`src/fsl_pkg.sv`:
```
// Package: register map, field layout, timing and state types of the fault and lamp block
package fsl_pkg;
	// Byte addresses on the Avalon-MM register bus
	localparam logic [3:0] ADDR_CTRL = 4'h0;
	localparam logic [3:0] ADDR_STATUS = 4'h4;
	localparam logic [3:0] ADDR_ERRCODE = 4'h8;
	localparam logic [3:0] ADDR_IRQ_STAT = 4'hc;
	localparam logic [3:0] ADDR_IRQ_CLR = 4'h0;
	localparam logic [3:0] ADDR_IRQ_CLR_W = 4'h0;
	localparam logic [5:0] ADDR_IRQ_CLEAR = 6'h10;
	localparam logic [5:0] ADDR_IRQ_EN = 6'h14;
	localparam logic [5:0] ADDR_HIST0 = 6'h20;
	localparam logic [5:0] ADDR_BUS_MASK = 6'h3c;

	// Control register fields
	localparam int CTRL_LAMP_OFF = 0;
	localparam int CTRL_FAULT_RESET = 1;
	localparam logic [31:0] CTRL_RESET = 32'h0000_0000;

	// Status register fields
	localparam int STAT_ERROR = 0;
	localparam int STAT_STAGE_EN = 1;
	localparam int STAT_HOT = 2;
	localparam int STAT_CLASS_LSB = 4;

	// Event bits of the interrupt status register
	localparam int EV_FAULT = 0;
	localparam int EV_CLEARED = 1;
	localparam int EV_WIDTH = 2;

	// Error classes, value equals the number of red blinks per group
	localparam logic [2:0] CLS_NONE = 3'h0;
	localparam logic [2:0] CLS_GENERAL = 3'h1;
	localparam logic [2:0] CLS_VOLTAGE = 3'h2;
	localparam logic [2:0] CLS_TEMP = 3'h3;
	localparam logic [2:0] CLS_OVERCURRENT = 3'h4;
	localparam logic [2:0] CLS_CONTROLLER = 3'h5;
	localparam logic [2:0] CLS_WATCHDOG = 3'h6;

	// Detailed error code layout and history depth
	localparam int CODE_W = 16;
	localparam int HIST_DEPTH = 4;
	localparam logic [15:0] CODE_OVERTEMP = 16'h4310;

	// Timing, each figure in ms, converted to cycles at 100 MHz
	localparam int CLK_KHZ = 100000;
	localparam int T_PERIOD_MS = 1000;
	localparam int T_GREEN_MS = 100;
	localparam int T_RED_ON_MS = 200;
	localparam int T_RED_GAP_MS = 300;
	localparam int T_GROUP_PAUSE_MS = 1500;
	localparam int CYC_PERIOD = T_PERIOD_MS * CLK_KHZ;
	localparam int CYC_GREEN = T_GREEN_MS * CLK_KHZ;
	localparam int CYC_RED_ON = T_RED_ON_MS * CLK_KHZ;
	localparam int CYC_RED_GAP = T_RED_GAP_MS * CLK_KHZ;
	localparam int CYC_GROUP_PAUSE = T_GROUP_PAUSE_MS * CLK_KHZ;

	typedef struct packed {
		logic green;
		logic red;
	} fsl_lamp_t;

	typedef struct packed {
		logic valid;
		logic [2:0] cls;
		logic [15:0] code;
	} fsl_fault_t;

	typedef enum logic [3:0] {
		LS_GREEN_ON = 4'h1,
		LS_GREEN_OFF = 4'h2,
		LS_RED_ON = 4'h4,
		LS_RED_OFF = 4'h8
	} fsl_lamp_state_t;
endpackage

```
`src/fsl_lamp.sv`:
```
// Lamp sequencer: green heartbeat or red blink groups counting the error class
`timescale 1ns/1ps
module fsl_lamp #(
	parameter int PERIOD = fsl_pkg::CYC_PERIOD,
	parameter int GREEN = fsl_pkg::CYC_GREEN,
	parameter int RED_ON = fsl_pkg::CYC_RED_ON,
	parameter int RED_GAP = fsl_pkg::CYC_RED_GAP,
	parameter int PAUSE = fsl_pkg::CYC_GROUP_PAUSE
) (
	input wire logic clk,
	input wire logic reset,
	input wire logic clk_en,
	input wire logic lamp_off,
	input wire logic [2:0] err_class,
	output fsl_pkg::fsl_lamp_t status_lamp
);
	fsl_pkg::fsl_lamp_state_t state;
	fsl_pkg::fsl_lamp_state_t next_state;
	logic [31:0] timer;
	logic [2:0] blinks;
	logic in_error;
	logic timer_done;
	logic last_blink;
	logic [31:0] reload;
	fsl_pkg::fsl_lamp_t next_lamp;

	assign in_error = (err_class != fsl_pkg::CLS_NONE);
	assign timer_done = (timer == 32'h0000_0001);
	assign last_blink = (blinks >= err_class);

	always_comb begin
		next_state = state;
		reload = timer - 32'h0000_0001;
		case (state)
			fsl_pkg::LS_GREEN_ON: begin
				if (in_error) begin
					next_state = fsl_pkg::LS_RED_OFF;
					reload = 32'(PAUSE);
				end else if (timer_done) begin
					next_state = fsl_pkg::LS_GREEN_OFF;
					reload = 32'(PERIOD - GREEN);
				end
			end
			fsl_pkg::LS_GREEN_OFF: begin
				if (in_error) begin
					next_state = fsl_pkg::LS_RED_ON;
					reload = 32'(RED_ON);
				end else if (timer_done) begin
					next_state = fsl_pkg::LS_GREEN_ON;
					reload = 32'(GREEN);
				end
			end
			fsl_pkg::LS_RED_ON: begin
				if (timer_done) begin
					next_state = fsl_pkg::LS_RED_OFF;
					// Long dark pause after the last blink separates groups
					reload = last_blink ? 32'(PAUSE) : 32'(RED_GAP);
				end
			end
			fsl_pkg::LS_RED_OFF: begin
				if (!in_error) begin
					next_state = fsl_pkg::LS_GREEN_ON;
					reload = 32'(GREEN);
				end else if (timer_done) begin
					next_state = fsl_pkg::LS_RED_ON;
					reload = 32'(RED_ON);
				end
			end
			default: begin
				next_state = fsl_pkg::LS_GREEN_ON;
				reload = 32'(GREEN);
			end
		endcase
	end

	always_comb begin
		next_lamp.green = (next_state == fsl_pkg::LS_GREEN_ON) && !lamp_off;
		next_lamp.red = (next_state == fsl_pkg::LS_RED_ON) && !lamp_off;
	end

	always_ff @(posedge clk) begin
		if (reset) begin
			state <= fsl_pkg::LS_GREEN_OFF;
			timer <= 32'(GREEN);
			blinks <= 3'h0;
			status_lamp <= '0;
		end else if (clk_en) begin
			state <= next_state;
			timer <= reload;
			status_lamp <= next_lamp;
			if (state == fsl_pkg::LS_RED_ON && timer_done) begin
				blinks <= last_blink ? 3'h0 : blinks + 3'h1;
			end else if (!in_error) begin
				blinks <= 3'h1;
			end else if (state == fsl_pkg::LS_GREEN_OFF || state == fsl_pkg::LS_GREEN_ON) begin
				blinks <= 3'h1;
			end else if (blinks == 3'h0) begin
				blinks <= 3'h1;
			end
		end
	end

	AST_LAMP_OFF_DARK: assert property (@(posedge clk) disable iff (reset)
		clk_en && lamp_off |=> (status_lamp == '0))
		else $error("lamp lit while switched off");
	AST_NO_RED_NORMAL: assert property (@(posedge clk) disable iff (reset)
		clk_en && !in_error && state != fsl_pkg::LS_RED_ON |=> !status_lamp.red)
		else $error("red lamp without an error");
	AST_NO_GREEN_ERR: assert property (@(posedge clk) disable iff (reset)
		$stable(err_class) && in_error && state == fsl_pkg::LS_RED_OFF && clk_en
		|=> !status_lamp.green)
		else $error("green lamp during an error");
	AST_PAUSE_LONG: assert property (@(posedge clk) disable iff (reset)
		state == fsl_pkg::LS_RED_ON && timer_done && last_blink && clk_en
		|=> timer == 32'(PAUSE))
		else $error("group pause not loaded");
	AST_BLINK_LIMIT: assert property (@(posedge clk) disable iff (reset)
		in_error |-> blinks <= err_class || blinks == 3'h1)
		else $error("blink count beyond error class");
endmodule

```
`src/fsl_top.sv`:
```
// Fault supervision with power stage cut-off, error history and status lamp
`timescale 1ns/1ps
module fsl_top #(
	// Lamp timings in cycles; a bench may shorten them to see whole groups
	parameter int PERIOD = fsl_pkg::CYC_PERIOD,
	parameter int GREEN = fsl_pkg::CYC_GREEN,
	parameter int RED_ON = fsl_pkg::CYC_RED_ON,
	parameter int RED_GAP = fsl_pkg::CYC_RED_GAP,
	parameter int PAUSE = fsl_pkg::CYC_GROUP_PAUSE
) (
	input wire logic clk,
	input wire logic reset,
	input wire logic clk_en,
	input wire logic over_temp,
	input wire logic fault_in,
	input wire logic [2:0] fault_class,
	input wire logic [15:0] fault_code,
	input wire logic [5:0] avs_address,
	input wire logic avs_read,
	input wire logic avs_write,
	input wire logic [31:0] avs_writedata,
	input wire logic [3:0] avs_byteenable,
	output logic [31:0] avs_readdata,
	output logic avs_waitrequest,
	output logic stage_enable,
	output logic irq,
	output fsl_pkg::fsl_lamp_t status_lamp
);
	logic [31:0] ctrl;
	fsl_pkg::fsl_fault_t fault;
	logic [15:0] history [fsl_pkg::HIST_DEPTH];
	logic [1:0] hist_ptr;
	logic [fsl_pkg::EV_WIDTH-1:0] irq_stat;
	logic [fsl_pkg::EV_WIDTH-1:0] irq_en;
	logic ack;
	logic hot_q;

	// Bus decode: a single wait cycle, answer on the second edge
	wire logic req = (avs_read | avs_write) & ~ack;
	wire logic wr = avs_write & ~avs_waitrequest;
	wire logic wr_ctrl = wr && avs_address == 6'(fsl_pkg::ADDR_CTRL) && avs_byteenable[0];
	wire logic wr_clr = wr && avs_address == fsl_pkg::ADDR_IRQ_CLEAR && avs_byteenable[0];
	wire logic wr_en = wr && avs_address == fsl_pkg::ADDR_IRQ_EN && avs_byteenable[0];
	wire logic fault_reset_cmd = wr_ctrl && avs_writedata[fsl_pkg::CTRL_FAULT_RESET];

	// Incoming events; overtemperature maps to the temperature class
	wire logic temp_event = over_temp && !fault.valid;
	wire logic ext_event = fault_in && !fault.valid && fault_class != fsl_pkg::CLS_NONE;
	wire logic new_fault = temp_event | ext_event;
	// Clearing is refused while still hot so the stage cannot come back early
	wire logic clear_ok = fault_reset_cmd && fault.valid && !over_temp && !fault_in;
	wire logic [2:0] new_class = temp_event ? fsl_pkg::CLS_TEMP : fault_class;
	wire logic [15:0] new_code = temp_event ? fsl_pkg::CODE_OVERTEMP : fault_code;
	wire logic [fsl_pkg::EV_WIDTH-1:0] ev = {clear_ok, new_fault};

	function automatic logic [31:0] read_mux(input logic [5:0] a);
		logic [31:0] d;
		d = 32'h0000_0000;
		case (a)
			6'(fsl_pkg::ADDR_CTRL): d = ctrl;
			6'(fsl_pkg::ADDR_STATUS): d = {25'h0, fault.cls, 1'b0, hot_q, stage_enable, fault.valid};
			6'(fsl_pkg::ADDR_ERRCODE): d = {16'h0, fault.code};
			6'(fsl_pkg::ADDR_IRQ_STAT): d = {30'h0, irq_stat};
			fsl_pkg::ADDR_IRQ_EN: d = {30'h0, irq_en};
			fsl_pkg::ADDR_HIST0: d = {16'h0, history[0]};
			fsl_pkg::ADDR_HIST0 + 6'h04: d = {16'h0, history[1]};
			fsl_pkg::ADDR_HIST0 + 6'h08: d = {16'h0, history[2]};
			fsl_pkg::ADDR_HIST0 + 6'h0c: d = {16'h0, history[3]};
			default: d = 32'h0000_0000;
		endcase
		return d;
	endfunction

	always_ff @(posedge clk) begin
		if (reset) begin
			ack <= 1'b0;
			avs_waitrequest <= 1'b1;
			avs_readdata <= 32'h0000_0000;
		end else if (clk_en) begin
			ack <= req;
			avs_waitrequest <= ~req;
			avs_readdata <= req ? read_mux(avs_address) : 32'h0000_0000;
		end
	end

	always_ff @(posedge clk) begin
		if (reset) begin
			ctrl <= fsl_pkg::CTRL_RESET;
			irq_en <= '0;
		end else if (clk_en) begin
			// Fault reset bit is a command, it never reads back as set
			if (wr_ctrl)
				ctrl <= {30'h0, 1'b0, avs_writedata[fsl_pkg::CTRL_LAMP_OFF]};
			if (wr_en)
				irq_en <= avs_writedata[fsl_pkg::EV_WIDTH-1:0];
		end
	end

	always_ff @(posedge clk) begin
		if (reset) begin
			fault <= '0;
			stage_enable <= 1'b0;
			hot_q <= 1'b0;
			hist_ptr <= 2'h0;
			irq_stat <= '0;
			irq <= 1'b0;
		end else if (clk_en) begin
			hot_q <= over_temp;
			if (new_fault) begin
				fault <= '{valid: 1'b1, cls: new_class, code: new_code};
				stage_enable <= 1'b0;
				history[hist_ptr] <= new_code;
				hist_ptr <= hist_ptr + 2'h1;
			end else if (clear_ok) begin
				fault <= '0;
				stage_enable <= 1'b1;
			end else if (!fault.valid) begin
				stage_enable <= 1'b1;
			end
			// Set wins over a clear in the same cycle
			irq_stat <= (irq_stat & ~(wr_clr ? avs_writedata[fsl_pkg::EV_WIDTH-1:0] : '0)) | ev;
			irq <= |(((irq_stat & ~(wr_clr ? avs_writedata[fsl_pkg::EV_WIDTH-1:0] : '0)) | ev)
				& irq_en);
		end
	end

	fsl_lamp #(
		.PERIOD(PERIOD),
		.GREEN(GREEN),
		.RED_ON(RED_ON),
		.RED_GAP(RED_GAP),
		.PAUSE(PAUSE)
	) u_lamp (
		.clk(clk),
		.reset(reset),
		.clk_en(clk_en),
		.lamp_off(ctrl[fsl_pkg::CTRL_LAMP_OFF]),
		.err_class(fault.cls),
		.status_lamp(status_lamp)
	);

	AST_HOT_CUTS_STAGE: assert property (@(posedge clk) disable iff (reset)
		clk_en && over_temp |=> !stage_enable && fault.valid)
		else $error("power stage left on while hot");
	AST_TEMP_CLASS: assert property (@(posedge clk) disable iff (reset)
		clk_en && temp_event |=> fault.cls == fsl_pkg::CLS_TEMP)
		else $error("overtemperature not class three");
	AST_HOLD_FAULT: assert property (@(posedge clk) disable iff (reset)
		fault.valid && !fault_reset_cmd |=> fault.valid)
		else $error("fault dropped without reset command");
	AST_RESET_RESUMES: assert property (@(posedge clk) disable iff (reset)
		clk_en && clear_ok && !new_fault |=> stage_enable && !fault.valid)
		else $error("fault reset did not resume");
	AST_HISTORY_WRITE: assert property (@(posedge clk) disable iff (reset)
		clk_en && new_fault |=> history[$past(hist_ptr)] == $past(new_code))
		else $error("error code not stored");
endmodule

```
`config.mk`:
```
export PLATFORM = sky130hd
export DESIGN_NAME = fsl_top
export DESIGN_NICKNAME = d
export VERILOG_FILES = /design/src/fsl_pkg.sv /design/src/fsl_lamp.sv /design/src/fsl_top.sv
export SDC_FILE = /design/constraint.sdc
export NUM_CORES = 1
export LEC_CHECK = 0
export ABC_AREA = 1
export ABC_CLOCK_PERIOD_IN_PS = 6400
export BUFFER_PORTS_ARGS = -buffer_cell sky130_fd_sc_hd__buf_4
export CORE_ASPECT_RATIO = 1.75
export CORE_MARGIN = 2
export CORE_UTILIZATION = 55
export CTS_CLUSTER_DIAMETER = 120
export DETAILED_ROUTE_END_ITERATION = 6
export HOLD_SLACK_MARGIN = 0.03
export PLACE_DENSITY = 0.78
export RECOVER_POWER = 25
export SYNTH_ARGS = -nofsm -noshare
export SYNTH_HDL_FRONTEND = slang
export SYNTH_SLANG_ARGS = --single-unit
```
`constraint.sdc`:
```
create_clock -name clk -period 6.4 [get_ports clk]
set_clock_uncertainty 0.2 [all_clocks]
set_input_delay 1.6 -clock clk [delete_from_list [all_inputs] [get_ports clk]]
set_output_delay 1.6 -clock clk [all_outputs]
set_load 0.05 [all_outputs]
```
# --- Word level (Yosys, flattened, before mapping) ---
# Memories as Yosys holds them, arrays and structs flattened.
# Cells that the tools add are included.
word_totals:
  register_bits: 105
  ram_bits: 64
  inputBits: 68
  output_inout_bits: 37
  elab_cells: 121
  mem_count: 1
classes:
  addsub: 3
  order_cmp: 1
  n_eq_ne: 18
  mux: 36
  bitwise: 11
  reduce_logical: 33
mem_list:
  columns: ["name", "words", "word_bits", "read_ports", "rd_clocked_by_memory_dff", "write_ports", "line_no", "text"]
  rows:
  - ["history", 4, 16, 4, 0, 1, "fsl_top.sv:31", "logic [15:0] history [fsl_pkg::HIST_DEPTH];"]
ops:
  columns: ["op", "count"]
  rows:
  - ["$mux 32", 8]
  - ["$pmux 16 s9", 1]
  - ["$pmux 32 s4", 1]
  - ["$mux 20", 2]
  - ["$eq 32x1->1 const B", 1]
  - ["$sub 32x1->32 const B", 1]
  - ["$mux 28", 1]
  - ["$mux 4", 7]
  - ["$eq 6x6->1 const B", 4]
  - ["$mux 3", 6]
  - ["$logic_and 1x1->1", 16]
  - ["$mux 16", 1]
  - ["$pmux 4 s4", 1]
  - ["$eq 6x4->1 const B", 2]
  - ["$eq 6x5->1 const B", 2]
  - ["$reduce_and 2->1", 6]
  - ["$eq 4x1->1 const B", 2]
  - ["$eq 4x3->1 const B", 2]
  - ["$mux 1", 7]
  - ["$eq 6x3->1 const B", 1]
  - ["$logic_not 6->1", 1]
  - ["$reduce_bool 3->1", 2]
  - ["$and 2x2->2", 2]
  - ["$eq 4x2->1 const B", 1]
  - ["other kinds (17)", 24]

# --- Logic depth before layout (Yosys ltp) ---
logic_depth:
  depth_word: 11
  depth_mapped: 15
  ltp_nobuf: 14

# --- Cells and area by module ---
# A second synthesis with hierarchy kept.
hier_totals:
  hier_cells: 1077
  area_unflattened_um2: 8059.0
by_module_without_submodules:
  columns: ["mod", "n_inst", "cells_per_inst", "area_each_um2", "seq_area_each_um2"]
  rows:
  - ["fsl_top", 1, 555, 4993.5, 2882.8]
  - ["fsl_lamp", 1, 522, 3065.4, 820.8]

# --- Worst setup path before layout ---
# OpenSTA, ideal clock, no wires.
synth_path:
  kind: "input -> register"
  startpoint: "input port over_temp"
  endpoint: "memory history[0][0], enable pin"
  setup_time_ns: 0.389
  t_arrival_ns: 3.116
  t_required_ns: 5.811
  setup_slack_ns: 2.696
  cell_stages: 9
  n_path_buf: 1
  cell_sequence: "nand2_2 > inv_2 > nor2_2 > nand2_1 > nand3_2 > nor2_2 > nand2_1 > clkbuf_1 > nor2_1"
synth_via:
  elab_chain_len: 6
synth_rtl:
  columns: ["element", "line_no", "text"]
  rows:
  - ["from (decl)", "fsl_top.sv:14", "input wire logic over_temp,"]
  - ["$logic_and 1x1->1", "fsl_top.sv:47", "wire logic temp_event = over_temp && !fault.valid;"]
  - ["$or 1x1->1", "fsl_top.sv:49", "wire logic new_fault = temp_event | ext_event;"]
  - ["$mux 1", "fsl_top.sv:109", "if (new_fault) begin"]
  - ["$mux 1", "fsl_top.sv:107", "end else if (clk_en) begin"]
  - ["$mux 1", "fsl_top.sv:100", "if (reset) begin"]
  - ["$mux 1 (implied by the code)", "fsl_top.sv:112", "history[hist_ptr] <= new_code;"]
  - ["to (decl)", "fsl_top.sv:31", null]
# No other way between the ends.

# --- Worst setup path in the final report ---
layout_path:
  startpoint: "input port over_temp"
  endpoint: "memory history[1][4], enable pin"
# The elaborated chain is that of the path after synthesis.

==> metrics.md <==
| Metric | Value |
|---|---|
| P&R area growth vs syn | `13.4%` |
| Crit path max fanout | `13` |
| Placed Instance Area | `8350 µm²` |
| Multiplexer share of the synthesized area | `0%` |
| Finished Layout Cells | `1256` |
| Clk slew on worst S/H paths | `70 ps` |
| Post-CTS Resized | `0` |
| Largest net degree at the start of global routing | `60` |
| Final Max Slew Viols | `0` |
| Post-synth EDFFs | `64` |
| Highest Clock Rate | `246 MHz` |
| VDD IR max | `0.000206 V` |
| Startpoint of the most critical hold path | `fault[5]` |
| Global-route wire length before repair | `32.9 mm` |
| Post-route clock period utilization | `63.5%` |
| Drt first pass iters | `5` |
| Critical path startpoint category | `primary input` |
| DR DRC count | `0` |
| WP data required | `6330 ps` |
| Min Tclk post-route | `4070 ps` |
| Largest family of logic cells by synthesized area | `simple AND/OR/NAND/NOR gates` |
| # rows | `57` |
| Xor-xnor portion of the synthesized cell area | `2.33%` |
| I/O Buffers | `55` |
| Crit end category | `flip-flop` |
| Place WS | `2180 ps` |
| Share of layout cells above drive strength 1 | `13.4%` |
| Placed cells | `1224` |
| Primary FF master, synth | `dfxtp_1` |
| Final #Nets | `1145` |
| Via count | `6909` |
| Clk buf depth | `2` |
| Distinct cells, synth | `47` |
| Die ar. | `15400 µm²` |
| Synth Area in Adders | `1.75%` |
| Post-Syn Area | `7890 µm²` |
| Total grt overflow | `0` |
| Hold Path End | `fault[5]` |
| Post-DP HPWL | `14.5 mm` |
| Worst R2R Path Depth | `10` |
| Initial Util | `56.4%` |
| MaxCap Viol Count | `0` |
| Post-CTS setup buffers | `0` |
| Class of the most critical setup path | `in -> reg` |
| Reg-to-Reg Start | `fault[19]` |
| Routed Wire Length | `20.8 mm` |
| FF+latch count, synth | `153` |
| Hold Path Depth | `2` |
| Avg Cell Area, Syn | `7.75 µm²` |
| RSZ-0062 raised after global routing | `false` |
| Slew @ Worst Pin | `1220 ps` |
| Vias per inst | `5.50` |
| Slew headroom | `18.3%` |
| Finished Cell Area | `8940 µm²` |
| Vias in the first global route | `6685` |
| Synth Instances | `1018` |
| All-Layer GR Usage | `28.3%` |
| CTS tree | `done` |
| Routed len/inst | `16.6 µm` |
| WP data arrival | `4000 ps` |
| Flip-flop and latch area | `3700 µm²` |
| Setup Viol. Count Final | `0` |
| ANT cells | `0` |
| Sequential-to-total area share from yosys stat | `47.0%` |
| Die Width | `94.5 µm` |
| Leakage | `3.78 nW` |
| Async SR Flop Fraction | `0%` |
| Post-Synth Simple-Gate Area | `29.2%` |
| Post-synthesis compound-gate area fraction | `10.8%` |
| Clock Latency Late Sink | `430 ps` |
| # fillers | `1238` |
| Drt initial violations | `388` |
| Sink Count | `153` |
| Worst Slack Setup Final | `2330 ps` |
| Final Hold Vio Count | `0` |
| Hold Crit Class | `reg -> reg` |
| Number of buffers created by CTS | `17` |
| Reg2reg setup slack | `3250 ps` |
| Initial antenna violation count | `0` |
| Status | `complete, no violations` |
| Hold buffers post-CTS | `0` |
| Antenna Violating Nets Remaining | `0` |
| # H-tree levels | `4` |
| Core box area | `14000 µm²` |
| Yosys Warn Count | `0` |
| Worst Setup SP | `over_temp` |
| P per Cell Area | `276 nW/µm²` |
| Final GP Congestion | `0.981` |
| Root Driver | `clkbuf_16` |
| Vert. Die Dim | `162 µm` |
| Num ports | `105` |
| Reg2reg end | `history[1][4]` |
| TNS Setup | `0 ps` |
| Area of the multi-input gates | `3520 µm²` |
[flip-flops by register name (all words and copies together) (netlist names), 2 cells and up]
register	flops
history	64
avs_readdata	16
irq_en	2
fault	20
hist_ptr	2
u_lamp.blinks	3
u_lamp.timer	32
u_lamp.status_lamp	2
u_lamp.state	4
irq_stat	2
[worst max-delay path, cell delays in order]
cell and delay [ps]:
clkbuf_1 150, nand2_1 240, inv_1 450, nor2_2 60, nand2_1 90, nand3_2 70
nor2_2 90, nand2_1 260, nor2_1 650, buf_4 320
[cell families (layout without fill, tap and decap cells)]
family          after synthesis  after routing
flops                       153            153
buf+inv                     159            205
compound gates              152            152
other cells                   1             16
xor+xnor                     21             21
fa+ha+maj                    11             11
simple gates                521            521
[through the flow]
step | hold WS [ps] | power, mW | util (%)
after global placement | 249 | 1.46 | 59.7
after global routing | 281 | 2.56 | 64.0
after floorplan | 239 | 1.37 | -
final | 262 | 2.47 | 64.0
after CTS | 266 | 2.47 | 64.1
after detailed placement | 256 | 1.47 | 59.7
[synth_stat cells (3+ instances only)]
cell	instances	area share [%]
nand3_1	60	3.8
nor2_4	5	0.71
ha_1	11	1.7
or2_2	5	0.40
buf_4	19	1.8
edfxtp_1	64	24
nand2_1	288	14
buf_6	3	0.43
o211ai_1	5	0.48
nand2_2	7	0.56
a21oi_1	78	4.9
o21ai_0	36	2.3
o21ai_1	7	0.44
xnor2_1	6	0.67
nor3_1	11	0.70
nor2_2	17	1.3
xor2_1	15	1.7
inv_1	102	4.9
dfxtp_1	89	23
clkbuf_1	18	0.86
nand3b_1	3	0.29
nand3_2	6	0.76
o2111ai_1	4	0.44
nor2_1	93	4.4
nand4_1	17	1.3
a22oi_1	9	0.86
buf_2	7	0.44
inv_2	7	0.33
[layout make-up]
cell class | instances | share of cell area, %
flip-flops and latches | 153 | 41.4
multi-input cells | 721 | 39.4
clock inverters | 15 | 2.11
repair buffers | 62 | 5.16
clock buffers | 17 | 4.76
well taps | 177 | 2.48
inverters | 111 | 4.71
[metal layers]
| metal | vias to the layer above | wire length, µm | track usage (%) |
|---|---|---|---|
| li1 | 3394 | - | - |
| met1 | 3154 | 7340 | 29.7 |
| met2 | 282 | 11300 | 52.6 |
| met3 | 79 | 926 | 3.29 |
| met4 | 0 | 1230 | 17.3 |
| met5 | - | 0 | 0 |
[worst max-delay path by stage]
stage                               end  slack, ps  cells after the start
after global placement    history[1][1]       2240                     10
after CTS                 history[1][4]       2650                     10
after global routing      history[1][6]       2130                     10
after floorplan           history[0][0]       2700                      9
final                     history[1][4]       2330                     10
after detailed placement  history[1][0]       2180                     10
[layout by cell type (no fill, tap or decap), types with 7 or more instances in the layout]
cell / Yosys / routed
nor3_1: 11 / 11
conb_1: 1 / 16
o21ai_0: 36 / 36
a21oi_1: 78 / 78
ha_1: 11 / 11
nor2_1: 93 / 95
dfxtp_1: 89 / 89
buf_4: 19 / 61
nand3_1: 60 / 60
edfxtp_1: 64 / 64
nand2_1: 288 / 289
clkbuf_16: 0 / 17
inv_1: 102 / 103
o21ai_1: 7 / 7
nor2_2: 17 / 16
nand4_1: 17 / 17
xor2_1: 15 / 15
a22oi_1: 9 / 9
[power by group]
| group | total [mW] | switching, mW | internal (mW) |
|---|---|---|---|
| Combinational | 0.358 | 0.251 | 0.107 |
| Sequential | 1.09 | 0.0349 | 1.06 |
| Clock | 1.02 | 0.485 | 0.532 |
| Total | 2.47 | 0.771 | 1.70 |
Note: power is estimated with default switching activity, not from simulation.
